==> src/pdt_pkg.sv <==
// Package for the modulator channel with dead band and event trigger.
// Assumes one 125 MHz clock; counts are in clock cycles.
package pdt_pkg;
   // Register byte offsets
   localparam logic [7:0] OFF_CTRL      = 8'h00;
   localparam logic [7:0] OFF_PERIOD    = 8'h04;
   localparam logic [7:0] OFF_CMP_A     = 8'h08;
   localparam logic [7:0] OFF_CMP_C     = 8'h0C;
   localparam logic [7:0] OFF_RED       = 8'h10;
   localparam logic [7:0] OFF_FED       = 8'h14;
   localparam logic [7:0] OFF_ACTION    = 8'h18;
   localparam logic [7:0] OFF_DBCTRL    = 8'h1C;
   localparam logic [7:0] OFF_STATUS    = 8'h20;
   localparam logic [7:0] OFF_MASK      = 8'h24;
   localparam logic [7:0] OFF_COUNTER   = 8'h28;
   localparam logic [7:0] OFF_XBAR      = 8'h2C;
   // Control fields
   localparam int CTRL_RUN_BIT   = 0;
   localparam int CTRL_GLOBAL_BIT = 1;
   // Status bits
   localparam int ST_LOOP_BIT = 0;
   localparam int ST_ZERO_BIT = 1;
   // Reset values
   localparam logic [15:0] PERIOD_RST = 16'h07D0;
   localparam logic [15:0] CMP_A_RST  = 16'h0000;
   localparam logic [15:0] CMP_C_RST  = 16'h0064;
   localparam logic [15:0] DELAY_RST  = 16'h0014;
   // Action: [1:0] up-match, [3:2] down-match; 01 low, 10 high, 00 none
   localparam logic [3:0]  ACTION_RST = 4'h9;
   // Dead-band control: [0] rise enable, [1] fall enable, [2] fall invert
   localparam logic [2:0]  DBCTRL_RST = 3'h7;
   localparam logic [1:0]  ACT_LOW    = 2'h1;
   localparam logic [1:0]  ACT_HIGH   = 2'h2;
   localparam int          XBAR_OUTS  = 32;
endpackage

==> src/pdt_channel.sv <==
// One modulator channel: up-down counter, action qualifier with shadow,
// dead band, event trigger, crossbar routing and an AHB-Lite slave.
// Assumes a single AHB-Lite master and synchronous inputs on ref_clk.
`timescale 1ns/1ps
module pdt_channel #(
   parameter int CNT_W = 16,
   parameter int TB_DIV = 1
) (
   // Clock and reset
   input  wire logic        ref_clk,
   input  wire logic        resetn,
   // AHB-Lite slave
   input  wire logic        hsel,
   input  wire logic [31:0] haddr,
   input  wire logic [1:0]  htrans,
   input  wire logic        hwrite,
   input  wire logic [2:0]  hsize,
   input  wire logic [31:0] hwdata,
   input  wire logic        hready,
   output logic [31:0]      hrdata,
   output logic             hreadyout,
   output logic             hresp,
   // Global load shared by all channels
   input  wire logic        global_load_strobe,
   // Gate drive and events
   output logic             first_modulator_output,
   output logic             second_modulator_output,
   output logic             sync_out,
   output logic             control_loop_interrupt,
   output logic [31:0]      interrupt_crossbar_out,
   output logic             irq
);
   typedef enum logic {PDT_UP = 1'b0, PDT_DOWN = 1'b1} pdt_dir_t;

   // Bus address phase capture
   logic             wr_pend_r, wr_pend_nxt;
   logic [7:0]       addr_r, addr_nxt;
   // Software settings
   logic [1:0]       ctrl_r, ctrl_nxt;
   logic [CNT_W-1:0] period_r, period_nxt, cmp_a_r, cmp_a_nxt, cmp_c_r, cmp_c_nxt;
   logic [CNT_W-1:0] red_sh_r, red_sh_nxt, fed_sh_r, fed_sh_nxt;
   logic [3:0]       act_sh_r, act_sh_nxt;
   logic [2:0]       dbc_sh_r, dbc_sh_nxt;
   logic [1:0]       status_r, status_nxt, mask_r, mask_nxt;
   logic [4:0]       xsel_r, xsel_nxt;
   logic [31:0]      hrdata_nxt;
   // Core state
   logic [CNT_W-1:0] cnt_r, cnt_nxt, red_r, red_nxt, fed_r, fed_nxt;
   logic [CNT_W-1:0] rdly_r, rdly_nxt, fdly_r, fdly_nxt;
   logic [3:0]       act_r, act_nxt;
   logic [2:0]       dbc_r, dbc_nxt;
   pdt_dir_t         dir_r, dir_nxt;
   logic             pwa_r, pwa_nxt, rise_r, rise_nxt, fall_r, fall_nxt;
   logic             pwb_r, pwb_nxt, sync_r, sync_nxt, loop_r, loop_nxt;
   logic [31:0]      xbar_r, xbar_nxt;
   logic             irq_r, irq_nxt;
   logic [7:0]       div_r, div_nxt;
   logic             tb_en;
   logic             at_zero, at_period, loop_ev, wr_go;

   function automatic logic pdt_act_apply(input logic [1:0] act, input logic cur);
      pdt_act_apply = (act == pdt_pkg::ACT_HIGH) ? 1'b1 :
                      (act == pdt_pkg::ACT_LOW) ? 1'b0 : cur;
   endfunction

   assign tb_en     = (div_r == 8'(TB_DIV - 1));
   assign at_zero   = tb_en && (cnt_r == '0) && ctrl_r[pdt_pkg::CTRL_RUN_BIT];
   assign at_period = tb_en && (cnt_r == period_r) && ctrl_r[pdt_pkg::CTRL_RUN_BIT];
   assign loop_ev   = tb_en && ctrl_r[pdt_pkg::CTRL_RUN_BIT] && dir_r == PDT_UP
                      && cnt_r == cmp_c_r;
   assign wr_go     = wr_pend_r;

   // Bus and register file
   always_comb
   begin
      wr_pend_nxt = hsel && hready && htrans[1] && hwrite;
      addr_nxt    = (hsel && hready && htrans[1]) ? haddr[7:0] : addr_r;
      ctrl_nxt    = ctrl_r;
      period_nxt  = period_r;
      cmp_a_nxt   = cmp_a_r;
      cmp_c_nxt   = cmp_c_r;
      red_sh_nxt  = red_sh_r;
      fed_sh_nxt  = fed_sh_r;
      act_sh_nxt  = act_sh_r;
      dbc_sh_nxt  = dbc_sh_r;
      mask_nxt    = mask_r;
      xsel_nxt    = xsel_r;
      status_nxt  = status_r;
      if (wr_go)
      begin
         unique case (addr_r)
            pdt_pkg::OFF_CTRL:   ctrl_nxt   = hwdata[1:0];
            pdt_pkg::OFF_PERIOD: period_nxt = hwdata[CNT_W-1:0];
            pdt_pkg::OFF_CMP_A:  cmp_a_nxt  = hwdata[CNT_W-1:0];
            pdt_pkg::OFF_CMP_C:  cmp_c_nxt  = hwdata[CNT_W-1:0];
            pdt_pkg::OFF_RED:    red_sh_nxt = hwdata[CNT_W-1:0];
            pdt_pkg::OFF_FED:    fed_sh_nxt = hwdata[CNT_W-1:0];
            pdt_pkg::OFF_ACTION: act_sh_nxt = hwdata[3:0];
            pdt_pkg::OFF_DBCTRL: dbc_sh_nxt = hwdata[2:0];
            pdt_pkg::OFF_STATUS: status_nxt = status_r & ~hwdata[1:0];
            pdt_pkg::OFF_MASK:   mask_nxt   = hwdata[1:0];
            pdt_pkg::OFF_XBAR:   xsel_nxt   = hwdata[4:0];
            default:             ;
         endcase
      end
      // Set wins over a clear in the same cycle
      if (loop_ev)
         status_nxt[pdt_pkg::ST_LOOP_BIT] = 1'b1;
      if (at_zero)
         status_nxt[pdt_pkg::ST_ZERO_BIT] = 1'b1;
      irq_nxt = |(status_nxt & mask_nxt);
      hrdata_nxt = 32'h0000_0000;
      if (hsel && hready && htrans[1] && !hwrite)
      begin
         unique case (haddr[7:0])
            pdt_pkg::OFF_CTRL:    hrdata_nxt = {30'h0, ctrl_r};
            pdt_pkg::OFF_PERIOD:  hrdata_nxt = 32'(period_r);
            pdt_pkg::OFF_CMP_A:   hrdata_nxt = 32'(cmp_a_r);
            pdt_pkg::OFF_CMP_C:   hrdata_nxt = 32'(cmp_c_r);
            pdt_pkg::OFF_RED:     hrdata_nxt = 32'(red_sh_r);
            pdt_pkg::OFF_FED:     hrdata_nxt = 32'(fed_sh_r);
            pdt_pkg::OFF_ACTION:  hrdata_nxt = {28'h0, act_sh_r};
            pdt_pkg::OFF_DBCTRL:  hrdata_nxt = {29'h0, dbc_sh_r};
            pdt_pkg::OFF_STATUS:  hrdata_nxt = {30'h0, status_r};
            pdt_pkg::OFF_MASK:    hrdata_nxt = {30'h0, mask_r};
            pdt_pkg::OFF_COUNTER: hrdata_nxt = {15'h0, dir_r == PDT_DOWN, cnt_r};
            pdt_pkg::OFF_XBAR:    hrdata_nxt = {27'h0, xsel_r};
            default:              hrdata_nxt = 32'h0000_0000;
         endcase
      end
   end

   always_ff @(posedge ref_clk)
   begin
      if (!resetn)
      begin
         wr_pend_r <= 1'b0;
         addr_r    <= 8'h00;
         ctrl_r    <= 2'h0;
         period_r  <= pdt_pkg::PERIOD_RST;
         cmp_a_r   <= pdt_pkg::CMP_A_RST;
         cmp_c_r   <= pdt_pkg::CMP_C_RST;
         red_sh_r  <= pdt_pkg::DELAY_RST;
         fed_sh_r  <= pdt_pkg::DELAY_RST;
         act_sh_r  <= pdt_pkg::ACTION_RST;
         dbc_sh_r  <= pdt_pkg::DBCTRL_RST;
         status_r  <= 2'h0;
         mask_r    <= 2'h0;
         xsel_r    <= 5'h00;
         irq_r     <= 1'b0;
         hrdata    <= 32'h0000_0000;
      end
      else
      begin
         wr_pend_r <= wr_pend_nxt;
         addr_r    <= addr_nxt;
         ctrl_r    <= ctrl_nxt;
         period_r  <= period_nxt;
         cmp_a_r   <= cmp_a_nxt;
         cmp_c_r   <= cmp_c_nxt;
         red_sh_r  <= red_sh_nxt;
         fed_sh_r  <= fed_sh_nxt;
         act_sh_r  <= act_sh_nxt;
         dbc_sh_r  <= dbc_sh_nxt;
         status_r  <= status_nxt;
         mask_r    <= mask_nxt;
         xsel_r    <= xsel_nxt;
         irq_r     <= irq_nxt;
         hrdata    <= hrdata_nxt;
      end
   end

   // Zero-wait slave, always OKAY
   assign hreadyout = 1'b1;
   assign hresp     = 1'b0;
   assign irq       = irq_r;

   // Time base, action qualifier, dead band, event trigger
   always_comb
   begin
      div_nxt  = tb_en ? 8'h00 : 8'(div_r + 8'h01);
      cnt_nxt  = cnt_r;
      dir_nxt  = dir_r;
      act_nxt  = act_r;
      red_nxt  = red_r;
      fed_nxt  = fed_r;
      dbc_nxt  = dbc_r;
      pwa_nxt  = pwa_r;
      rdly_nxt = rdly_r;
      fdly_nxt = fdly_r;
      rise_nxt = rise_r;
      fall_nxt = fall_r;
      if (tb_en && ctrl_r[pdt_pkg::CTRL_RUN_BIT])
      begin
         if (dir_r == PDT_UP)
         begin
            if (cnt_r >= period_r)
            begin
               dir_nxt = PDT_DOWN;
               cnt_nxt = CNT_W'(cnt_r - 1'b1);
            end
            else
               cnt_nxt = CNT_W'(cnt_r + 1'b1);
         end
         else if (cnt_r == '0)
         begin
            dir_nxt = PDT_UP;
            cnt_nxt = CNT_W'(1);
         end
         else
            cnt_nxt = CNT_W'(cnt_r - 1'b1);
         if (cnt_r == cmp_a_r)
            pwa_nxt = pdt_act_apply(dir_r == PDT_UP ? act_r[1:0] : act_r[3:2], pwa_r);
         // Delays stretch only the leading edge of each path
         if (pwa_r != rise_r)
         begin
            if (!pwa_r || rdly_r >= red_r || !dbc_r[0])
            begin
               rise_nxt = pwa_r;
               rdly_nxt = '0;
            end
            else
               rdly_nxt = CNT_W'(rdly_r + 1'b1);
         end
         else
            rdly_nxt = '0;
         if (pwa_r != fall_r)
         begin
            if (pwa_r || fdly_r >= fed_r || !dbc_r[1])
            begin
               fall_nxt = pwa_r;
               fdly_nxt = '0;
            end
            else
               fdly_nxt = CNT_W'(fdly_r + 1'b1);
         end
         else
            fdly_nxt = '0;
      end
      if (at_period)
         red_nxt = red_sh_r;
      if (at_zero)
      begin
         fed_nxt = fed_sh_r;
         dbc_nxt = dbc_sh_r;
      end
      if (ctrl_r[pdt_pkg::CTRL_GLOBAL_BIT] ? (global_load_strobe && at_zero) : at_zero)
         act_nxt = act_sh_r;
      // From the next fall value: both outputs leave one register stage,
      // otherwise the dead time would shrink by a cycle
      pwb_nxt  = dbc_r[2] ? ~fall_nxt : fall_nxt;
      sync_nxt = at_zero;
      loop_nxt = loop_ev;
      xbar_nxt = 32'h0000_0000;
      xbar_nxt[xsel_r] = loop_ev;
   end

   always_ff @(posedge ref_clk)
   begin
      if (!resetn)
      begin
         div_r  <= 8'h00;
         cnt_r  <= '0;
         dir_r  <= PDT_UP;
         act_r  <= pdt_pkg::ACTION_RST;
         red_r  <= pdt_pkg::DELAY_RST;
         fed_r  <= pdt_pkg::DELAY_RST;
         dbc_r  <= pdt_pkg::DBCTRL_RST;
         pwa_r  <= 1'b0;
         rdly_r <= '0;
         fdly_r <= '0;
         rise_r <= 1'b0;
         fall_r <= 1'b0;
         pwb_r  <= 1'b1;
         sync_r <= 1'b0;
         loop_r <= 1'b0;
         xbar_r <= 32'h0000_0000;
      end
      else
      begin
         div_r  <= div_nxt;
         cnt_r  <= cnt_nxt;
         dir_r  <= dir_nxt;
         act_r  <= act_nxt;
         red_r  <= red_nxt;
         fed_r  <= fed_nxt;
         dbc_r  <= dbc_nxt;
         pwa_r  <= pwa_nxt;
         rdly_r <= rdly_nxt;
         fdly_r <= fdly_nxt;
         rise_r <= rise_nxt;
         fall_r <= fall_nxt;
         pwb_r  <= pwb_nxt;
         sync_r <= sync_nxt;
         loop_r <= loop_nxt;
         xbar_r <= xbar_nxt;
      end
   end

   assign first_modulator_output  = rise_r;
   assign second_modulator_output = pwb_r;
   assign sync_out                = sync_r;
   assign control_loop_interrupt  = loop_r;
   assign interrupt_crossbar_out  = xbar_r;

   AST_LOOP_AT_CMP_C: assert property (@(posedge ref_clk) disable iff (!resetn)
      loop_ev |=> control_loop_interrupt && $past(cnt_r) == $past(cmp_c_r))
      else $error("loop event without compare C match");
   AST_LOOP_UP_ONLY: assert property (@(posedge ref_clk) disable iff (!resetn)
      control_loop_interrupt |-> $past(dir_r) == PDT_UP)
      else $error("loop event while counting down");
   AST_SYNC_ZERO: assert property (@(posedge ref_clk) disable iff (!resetn)
      at_zero |=> sync_out)
      else $error("no sync at zero");
   AST_RED_LOAD: assert property (@(posedge ref_clk) disable iff (!resetn)
      at_period |=> red_r == $past(red_sh_r))
      else $error("rising delay not loaded at period");
   AST_FED_LOAD: assert property (@(posedge ref_clk) disable iff (!resetn)
      at_zero |=> fed_r == $past(fed_sh_r) && dbc_r == $past(dbc_sh_r))
      else $error("falling delay not loaded at zero");
   AST_ACT_HOLD: assert property (@(posedge ref_clk) disable iff (!resetn)
      !at_zero |=> $stable(act_r))
      else $error("action changed away from zero");
   AST_GLOBAL: assert property (@(posedge ref_clk) disable iff (!resetn)
      ctrl_r[pdt_pkg::CTRL_GLOBAL_BIT] && at_zero && !global_load_strobe
      |=> $stable(act_r))
      else $error("global load without strobe");
   AST_INTERRUPT_CROSSBAR_OUTPUT_ZERO: assert property (@(posedge ref_clk) disable iff (!resetn)
      loop_ev && xsel_r == 5'h00 |=> interrupt_crossbar_out == 32'h0000_0001)
      else $error("crossbar output zero not driven");
   AST_CNT_RANGE: assert property (@(posedge ref_clk) disable iff (!resetn)
      ctrl_r[pdt_pkg::CTRL_RUN_BIT] && cnt_r == period_r && tb_en && dir_r == PDT_UP
      |=> dir_r == PDT_DOWN)
      else $error("counter did not turn at period");
   AST_NO_OVERLAP: assert property (@(posedge ref_clk) disable iff (!resetn)
      dbc_r == pdt_pkg::DBCTRL_RST
      |-> !(first_modulator_output && second_modulator_output))
      else $error("both gate outputs high together");
endmodule

==> config.mk <==
export PLATFORM = sky130hd
export DESIGN_NAME = pdt_channel
export DESIGN_NICKNAME = d
export VERILOG_FILES = /design/src/pdt_pkg.sv /design/src/pdt_channel.sv
export SDC_FILE = /design/constraint.sdc
export NUM_CORES = 1
export LEC_CHECK = 0
export ABC_AREA = 1
export BUFFER_PORTS_ARGS = -buffer_cell sky130_fd_sc_hd__buf_4
export CAP_MARGIN = 20
export CORE_MARGIN = 2
export CORE_UTILIZATION = 50
export DETAILED_ROUTE_END_ITERATION = 12
export GPL_TIMING_DRIVEN = 0
export PLACE_DENSITY_LB_ADDON = 0.05
export SLEW_MARGIN = 20
export SYNTH_ARGS = -nofsm -noshare
export SYNTH_HDL_FRONTEND = slang
export SYNTH_SLANG_ARGS = --single-unit
==> constraint.sdc <==
create_clock -name ref_clk -period 2.75 [get_ports ref_clk]
set_input_delay 0 -clock ref_clk [delete_from_list [all_inputs] [get_ports ref_clk]]
set_output_delay 0 -clock ref_clk [all_outputs]
set_load 0.01 [all_outputs]
### Word-level counts from Yosys, hierarchy flattened

Index checks and enable logic that the tools add are counted.

| storage, ports and cells | value |
|---|---|
| register bits after elaboration | 274 |
| output and inout port bits | 71 |
| word-level logic and storage cells | 143 |

| cells by class | value |
|---|---|
| add/sub/neg operators | 5 |
| order comparisons | 5 |
| equal/unequal tests | 28 |
| muxes and demuxes | 27 |
| bitwise logic cells | 7 |
| reduce and logical (&&, ||, !) cells | 40 |

Operator list:

| operator | number |
|---|---|
| 17-bit case mux with 12 select lines | 1 |
| 16-bit 2-to-1 mux | 7 |
| 8-bit by 5-bit equality test with 1-bit output, second input constant | 8 |
| 8-bit by 6-bit equality test with 1-bit output, second input constant | 7 |
| 16-bit by 1-bit adder with 16-bit output, second input constant | 3 |
| 16-bit equality test | 3 |
| 16-bit greater-or-equal comparator | 3 |
| 32-bit bitwise AND | 1 |
| 8-bit by 4-bit equality test with 1-bit output, second input constant | 4 |
| 8-bit logical NOT | 3 |
| 2-bit AND reduction | 10 |
| 8-bit by 3-bit equality test with 1-bit output, second input constant | 2 |
| 16-bit logical NOT | 1 |
| 16-bit by 1-bit subtractor with 16-bit output, second input constant | 1 |
| 1-bit logical AND | 13 |
| 1-bit 2-to-1 mux | 13 |
| 2-bit 2-to-1 mux | 5 |
| 8-bit by 1-bit adder with 8-bit output, second input constant | 1 |
| 5-bit by 6-bit < comparator with 1-bit output, second input constant | 1 |
| 3-bit AND reduction | 2 |
| 1-bit demux with 5-bit select | 1 |
| 5-bit by 1-bit greater-or-equal comparator with 1-bit output, second input constant | 1 |
| 2-bit bitwise AND | 2 |
| 1-bit logical NOT | 4 |
| 8 further kinds | 15 |

### Depth between registers and ports, before layout

Gate-level depths: netlist of run 1.

| depth | value |
|---|---|
| depth in word-level cells | 8 |
| gate-level depth with buffers | 18 |
| gate-level depth less buffers | 18 |

### Least setup slack after synthesis of run 1

OpenSTA, ideal clock, no wires.

| timing path | value |
|---|---|
| path kind | reg2reg |
| start | register cnt_r[0] |
| end | register cnt_r[4] |
| library setup time | 0.117 ns |
| arrival time | 1.832 ns |
| data required time | 2.633 ns |
| setup slack | 0.801 ns |
| cell stages (with the launch flop) | 13 |
| buffers on the path | 1 |
| period minus slack after synthesis | 1.949 ns |
| cell sequence | dfxtp_1 inv_1 ha_1 nand3_1 nor2_1 or2_2 nor2_1 nand2_1 nand2_1 nand2_1 buf_2 a21oi_1 nor2_1 |

| on the way | value |
|---|---|
| cells in the longest elaborated chain, start to end | 3 |
| elaborated cells on any way between the ends | 7 |
| classes of those cells | add/sub (2); order compare (1); mux (3); reduce/logical (1) |

Ends and longest elaborated chain:

| item | line | source |
|---|---|---|
| from (decl) | pdt_channel.sv:48 | `logic [CNT_W-1:0] cnt_r, cnt_nxt, red_r, red_nxt, fed_r, fed_nxt;` |
| from (signal assigned) | pdt_channel.sv:282 | `cnt_r <= cnt_nxt;` |
| 16-bit by 1-bit adder with 16-bit output (tied with other cells) | pdt_channel.sv:203 | `cnt_nxt = CNT_W'(cnt_r + 1'b1);` |
| 16-bit 2-to-1 mux (on tied branches) | pdt_channel.sv:197, pdt_channel.sv:205 |  |
| 16-bit 2-to-1 mux (*) | pdt_channel.sv:195 | `if (dir_r == PDT_UP)` |

Mark *: on every way between the ends. The rest lies on a longest branch, timed or not.
A chain may end at the register's enable or synchronous reset.

### Worst setup path in the final report of run 1

| timing path | value |
|---|---|
| start | register cnt_r[0] |
| end | register fed_r[10] |

| on the way | value |
|---|---|
| cells in the longest elaborated chain, start to end | 3 |

Ends and longest elaborated chain:

| item | line | source |
|---|---|---|
| 16-bit logical NOT | pdt_channel.sv:67 | `assign at_zero = tb_en && (cnt_r == '0) && ctrl_r[pdt_pkg::CTRL_RUN_BIT];` |
| 1-bit logical AND (2 in a row) | pdt_channel.sv:67 |  |
| to (signal assigned) | pdt_channel.sv:267 | `fed_r <= pdt_pkg::DELAY_RST;` |
| to (signal assigned) | pdt_channel.sv:286 | `fed_r <= fed_nxt;` |
| to (decl) | pdt_channel.sv:48 |  |

Every way passes these cells.

==> flow_summary_export.csv, run 1 <==
group,metric,value,unit
timing,slew_viol_final,0,
placed_design,dpl.hpwl,31600,um
worst_hold_path,holdPathEnd,"addr_r[7]",
global_routing,grt_max_degree,14,
worst_hold_path,min-delay-start,"hready",
timing,period_share,95.4,%
timing,hold_slack,153,ps
die,die-width,163,um
synthesis,yosysTopAreaCellShare,41.1,%
synthesis,synth_top_area_cell,"dfxtp_1",
critical_path,r2r_end,"fed_r[10]",
placed_design,place_congestion,0.957,
power,ir_drop,0.415,mV
die,initial_utilization,50.5,%
die,die_y,163,um
placed_design,placed_area,13700,um^2
power,p_leak,0.00625,uW
critical_path,critPathLaunchType,"flop",
global_routing,grt_pass1_vias,11400,
power,fin_total_pwr,7970,uW
timing,clock.fmax,381,MHz
finish,multiInputGateArea,6120,um^2
cts,cts_root_buf,"clkbuf_16",
cts,cts_max_path_buffers,3,
run,cap_violations,0,
route,vias,12500,
route,viasPerCell,5.64,
finish,fillerInstances,2401,
synthesis,yosysWarnings,0,
worst_hold_path,min_path_type,"input port to flop",
critical_path,cp_common_cell,"nand2_2",
timing,rsz0062_at_grt,"no",
route,dr.pass1.iters,6,
critical_path,cp_max_fo,10,
timing,timing.final.hold_violations,0,
synthesis,ys.flop_type,"dfxtp_1",
synthesis,ys_ff_latch,259,
critical_path,r2r_cells,12,
cts,htree_levels,1,
timing,setup-tns-final,0,ps
cts,cts_buffers,28,
critical_path,worst_setup_path_end_kind,"flop",
finish,mostFrequentLayoutCells,"255 x dfxtp_1, 245 x inv_1, 223 x a21oi_1",
cts,clk_latency,540,ps
critical_path,cp_slowest_cell,"dfxtp_2",
finish,drive_gt1_share,11.3,%
die,core-area,25000,um^2
finish,diodes,0,
synthesis,ys_async_sr_fraction,0,%
synthesis,synth.avg_cell_area,7.39,um^2
finish,final_common_cell,"dfxtp_1",
status,status,"finished, final reports clean",
synthesis,yosys-top-cells-area,"dfxtp_1 41%, a21oi_1 8.8%, inv_1 7.3%, nand2_1 6.5%, o21ai_0 6.0%",
critical_path,worstPathRequired,3160,ps
worst_hold_path,worst_hold_path.num_cells,5,
timing,worst_pin_slew,882,ps
route,first_iter_violations,1133,
synthesis,synth-edff-count,0,
global_routing,antenna_found_initial,0,
die,io_pins,146,
cts,cts_setup_buffers,0,
finish,syn_to_final_growth,18.5,%
route,drcViolationCount,0,
timing,skew,11.5,ps
finish,regArea,5190,um^2
route,ant_nets,0,
critical_path,crit_chain,"inv_1 -> ha_1 -> nand2_2 -> nor3_2 -> nand2_2 -> nor3_4 -> nand2_2 -> nor2_4 -> inv_2 -> buf_6 -> o21ai_1 -> a21oi_1",
placed_design,portBuffers,83,
critical_path,path_class,"flop to flop",
die,num_rows,58,
critical_path,worst-endpoint-arrival,3040,ps
timing,fin_crit,2620,ps
finish,nets,1998,
route,wl_per_cell,19.0,um
cts,cts.sinks,259,
synthesis,syn_inst,1707,
timing,finalSetupViolations,0,
global_routing,track_usage,31.2,%
synthesis,ys_types,43,
timing,layout_setup_ws,126,ps
finish,fin_area,15000,um^2
route,wl,42200,um
critical_path,reg2reg_slack,130,ps
global_routing,grt_pass1_wl,64400,um
synthesis,yosysSeqAreaShare,41.1,%
global_routing,grt-ovfl-total,0,
placed_design,dp_slack,58.9,ps
timing,max_slew_margin,41.2,%
critical_path,cpPeakStageDelay,370,ps
power,p_per_area,533,nW/um^2
cts,clkTransAtPathRegs,60,ps
synthesis,synth.cell_area,12600,um^2
cts,cts_tree,"built",
die,die_area,26500,um^2
critical_path,r2r_start,"cnt_r[0]",
==> how the worst max path moves through the flow <==
stage / slack, ps / cells after the start / to / from
2_1_floorplan: 800 / 12 / cnt_r[4] / cnt_r[0]
3_3_place_gp: 20 / 10 / cnt_r[9] / cnt_r[0]
3_5_place_dp: 60 / 10 / cnt_r[9] / cnt_r[0]
4_1_cts: 40 / 10 / cnt_r[9] / cnt_r[0]
5_1_grt: 10 / 12 / fed_r[10] / cnt_r[0]
6_report: 130 / 12 / fed_r[10] / cnt_r[0]
==> cells in the mapped netlist, types with 4 or more instances <==
library cell and n:
buf_4 17, o2111ai_1 4, xnor2_1 5, clkbuf_1 42
nand2_2 4, nand3_2 4, inv_1 246, nor3_1 35
nand2_1 218, buf_2 19, o211ai_1 27, nor3_2 5
nor2_2 6, nor2_1 127, nand3_1 79, a21oi_1 223
inv_2 6, dfxtp_1 259, o21ai_1 7, a221oi_1 5
nand4_1 21, o21ai_0 152, ha_1 55, xor2_1 41
a31oi_1 6, nor4_1 10, o22ai_1 50
==> where the power goes <==
group,leakage (uW),total (uW),switching (uW),internal [uW]
clock network,0.000451,3690,1540,2140
logic,0.00371,501,329,172
registers,0.00209,3790,15.2,3770
total,0.00625,7970,1890,6090
==> registers in the layout, summed over array words and instances, names as in the netlist, 3 cells and up <==
| signal | flops |
|---|---|
| act_r | 4 |
| act_sh_r | 4 |
| addr_r | 8 |
| cmp_a_r | 16 |
| cmp_c_r | 16 |
| cnt_r | 16 |
| dbc_r | 3 |
| dbc_sh_r | 3 |
| div_r | 8 |
| fdly_r | 16 |
| fed_r | 16 |
| fed_sh_r | 16 |
| hrdata | 17 |
| interrupt_crossbar_out | 32 |
| period_r | 16 |
| rdly_r | 16 |
| red_r | 16 |
| red_sh_r | 16 |
| xsel_r | 5 |
==> logic make-up (layout without fill, tap and decap cells) <==
logic type,count (synthesis),in the layout,synth area share [%]
compound gates,488,488,21.1
xor+xnor,46,46,3.19
flops,259,259,41.1
simple gates,518,518,18.2
buf+inv,339,505,11.0
fa+ha+maj,55,55,5.45
other cells,2,17,0.0595
==> per-stage QoR <==
| step | util, % | std cells |
|---|---|---|
| floorplan | - | 1722 |
| global placement | 54.9 | 2135 |
| detailed placement | 54.9 | 2135 |
| CTS | 59.8 | 2218 |
| global route | 59.9 | 2218 |
| finish | 59.9 | 2218 |
==> worst max-delay path, delay by kind of cell, from the launching register on <==
family,cells,cell delay [ps]
AO/OA/AOI/OAI,2,290
flip-flops,1,370
adder cells (fa/ha/maj),1,310
AND/OR/NAND/NOR,6,1010
buffers and inverters,3,500
==> timing repair <==
action,CTS,global route
resized for setup,0,9
hold buffers,33,0
endpoints found under the setup margin,0,19
hold endpoints to repair,109,0
==> routing by layer <==
layer | routed length [um] | track usage, % | part of all wire, % | vias up
li1 | - | - | - | 6008
met1 | 18400 | 43.3 | 44 | 5811
met2 | 18400 | 48.8 | 44 | 577
met3 | 3590 | 4.66 | 8.5 | 105
met4 | 1760 | 12.3 | 4.2 | 0
met5 | 0 | 0 | 0 | -
==> layout make-up <==
cell class,instances,share of cell area (%)
multi-input cells,1124,40.9
well taps,330,2.76
plain buffers,84,2.85
clock buffers,38,5.41
flip-flops and latches,259,34.7
repair buffers,116,6.37
inverters,255,6.42
clock inverters,12,0.586
No activity file was read; power rests on OpenSTA's default activity.
==> run 2: changes to the inputs <==
SETUP_SLACK_MARGIN = 0.2   (was not set)
==> run 2 against run 1 <==
Sequential power barely moved. Design area rose by 0.79%. Maximum frequency grew 7.6%. Combinational power up 2%. Register-to-register slack gained 190 ps. Setup slack gained 190 ps. Clock power is essentially flat. Non-clock buffer count is 10 higher. Clock-buffer cell count did not move. Flip-flop and latch count unchanged. Wire length down 0.30%. Highest routed layer unchanged.
==> flow_summary_export.csv, run 2 (synthesized netlist as in run 1, its figures left out) <==
group,metric,value,unit
status,status,"finished, final reports clean",
timing,setup-tns-final,0,ps
timing,rsz0062_at_grt,"yes",
power,p_per_area,529,nW/um^2
cts,cts_buffers,28,
die,initial_utilization,50.5,%
global_routing,grt_pass1_wl,64400,um
timing,layout_setup_ws,311,ps
timing,clock.fmax,410,MHz
critical_path,r2r_cells,12,
die,io_pins,146,
cts,cts.sinks,259,
finish,final_common_cell,"dfxtp_1",
global_routing,antenna_found_initial,0,
die,die_y,163,um
power,p_leak,0.00631,uW
cts,clk_latency,540,ps
finish,diodes,0,
timing,worst_pin_slew,867,ps
timing,max_slew_margin,42.2,%
critical_path,worst-endpoint-arrival,2850,ps
global_routing,grt_max_degree,14,
placed_design,place_congestion,0.957,
finish,syn_to_final_growth,19.5,%
cts,cts_max_path_buffers,3,
die,num_rows,58,
critical_path,r2r_end,"fed_r[10]",
cts,clkTransAtPathRegs,60,ps
route,wl,42000,um
cts,cts_tree,"built",
global_routing,grt-ovfl-total,0,
placed_design,portBuffers,83,
worst_hold_path,min_path_type,"input port to flop",
worst_hold_path,min-delay-start,"hready",
finish,nets,2008,
route,drcViolationCount,0,
worst_hold_path,holdPathEnd,"addr_r[7]",
die,core-area,25000,um^2
route,viasPerCell,5.59,
route,wl_per_cell,18.9,um
critical_path,r2r_start,"cnt_r[0]",
critical_path,critPathLaunchType,"flop",
timing,finalSetupViolations,0,
route,dr.pass1.iters,6,
placed_design,placed_area,13700,um^2
finish,fin_area,15100,um^2
timing,fin_crit,2440,ps
timing,timing.final.hold_violations,0,
die,die-width,163,um
critical_path,cp_max_fo,10,
power,ir_drop,0.413,mV
finish,drive_gt1_share,12.0,%
finish,largest_register_ffs,32,
die,die_area,26500,um^2
finish,layoutNonFillerInstCount,2228,
critical_path,reg2reg_slack,310,ps
power,fin_total_pwr,7980,uW
run,cap_violations,0,
critical_path,path_class,"flop to flop",
route,ant_nets,0,
placed_design,dpl.hpwl,31600,um
worst_hold_path,worst_hold_path.num_cells,5,
finish,mostFrequentLayoutCells,"253 x dfxtp_1, 244 x inv_1, 223 x a21oi_1",
route,first_iter_violations,1190,
cts,cts_root_buf,"clkbuf_16",
cts,htree_levels,1,
global_routing,track_usage,31.2,%
placed_design,dp.cells,2135,
timing,slew_viol_final,0,
placed_design,dp_slack,58.9,ps
timing,skew,12.8,ps
critical_path,worstPathRequired,3160,ps
route,vias,12400,
timing,period_share,88.7,%
critical_path,worst_setup_path_end_kind,"flop",
global_routing,grt_pass1_vias,11400,
## run 2: cell types whose count changed in the layout (fill, tap and decap cells not counted), sizes merged
| cell | change |
|---|---|
| inv | -1 |
| clkbuf | +2 |
| buf | +8 |
| clkinv | +1 |
## run 2: worst max path at each step
stage,end,slack [ps],startpoint,cells after the start
after floorplan,cnt_r[4],800,cnt_r[0],12
after global placement,cnt_r[9],20,cnt_r[0],10
after detailed placement,cnt_r[9],60,cnt_r[0],10
after CTS,cnt_r[2],220,cnt_r[15],13
after global routing,cnt_r[9],170,cnt_r[0],14
final,fed_r[10],310,cnt_r[0],12
## run 2: metrics by stage
stage | util [%] | hold slack (ps)
floorplan | - | 128
global placement | 54.9 | 237
detailed placement | 54.9 | 244
CTS | 59.9 | 97.6
global route | 60.4 | 186
finish | 60.4 | 151
## run 2: layout make-up
type / instances / area (um^2)
inverter: 255 / 965
clock inverter: 12 / 87.6
fill: 2379 / 9890
multi-input combinational: 1124 / 6140
clock buffer: 38 / 810
buffer: 84 / 432
tap: 330 / 413
timing repair buffer: 126 / 1030
sequential: 259 / 5190
## run 2: power breakdown
| part | internal, uW | total [uW] | switching, uW | leakage, uW |
|---|---|---|---|---|
| combinational | 180 | 510 | 330 | 0.00377 |
| sequential | 3770 | 3790 | 15.3 | 0.00209 |
| clock | 2140 | 3680 | 1540 | 0.000451 |
## run 2: layer usage
layer	up-vias	part of all wire (%)	track usage, %
li1	6025	-	-
met1	5757	44	43.3
met2	559	43	48.8
met3	104	8.8	4.66
met4	0	4.3	12.3
met5	-	0	0
## run 2: what timing repair did
item	CTS	global route
hold endpoints to repair	109	0
pin swaps	0	3
resized for setup	7	15
gates cloned	0	0
hold buffers	33	0
buffers inserted	0	10
endpoints found under the setup margin	19	45
## run 2: critical path, cell delays in order, from the launching register on
cell and delay (ps):
dfxtp_4 380, clkinvlp_4 140, ha_2 240, nand2_2 110, nor3_2 130, nand2_2 120
nor3_4 300, nand2_2 110, nor2_4 210, inv_2 110, buf_6 150, o21ai_1 230
a21oi_1 60
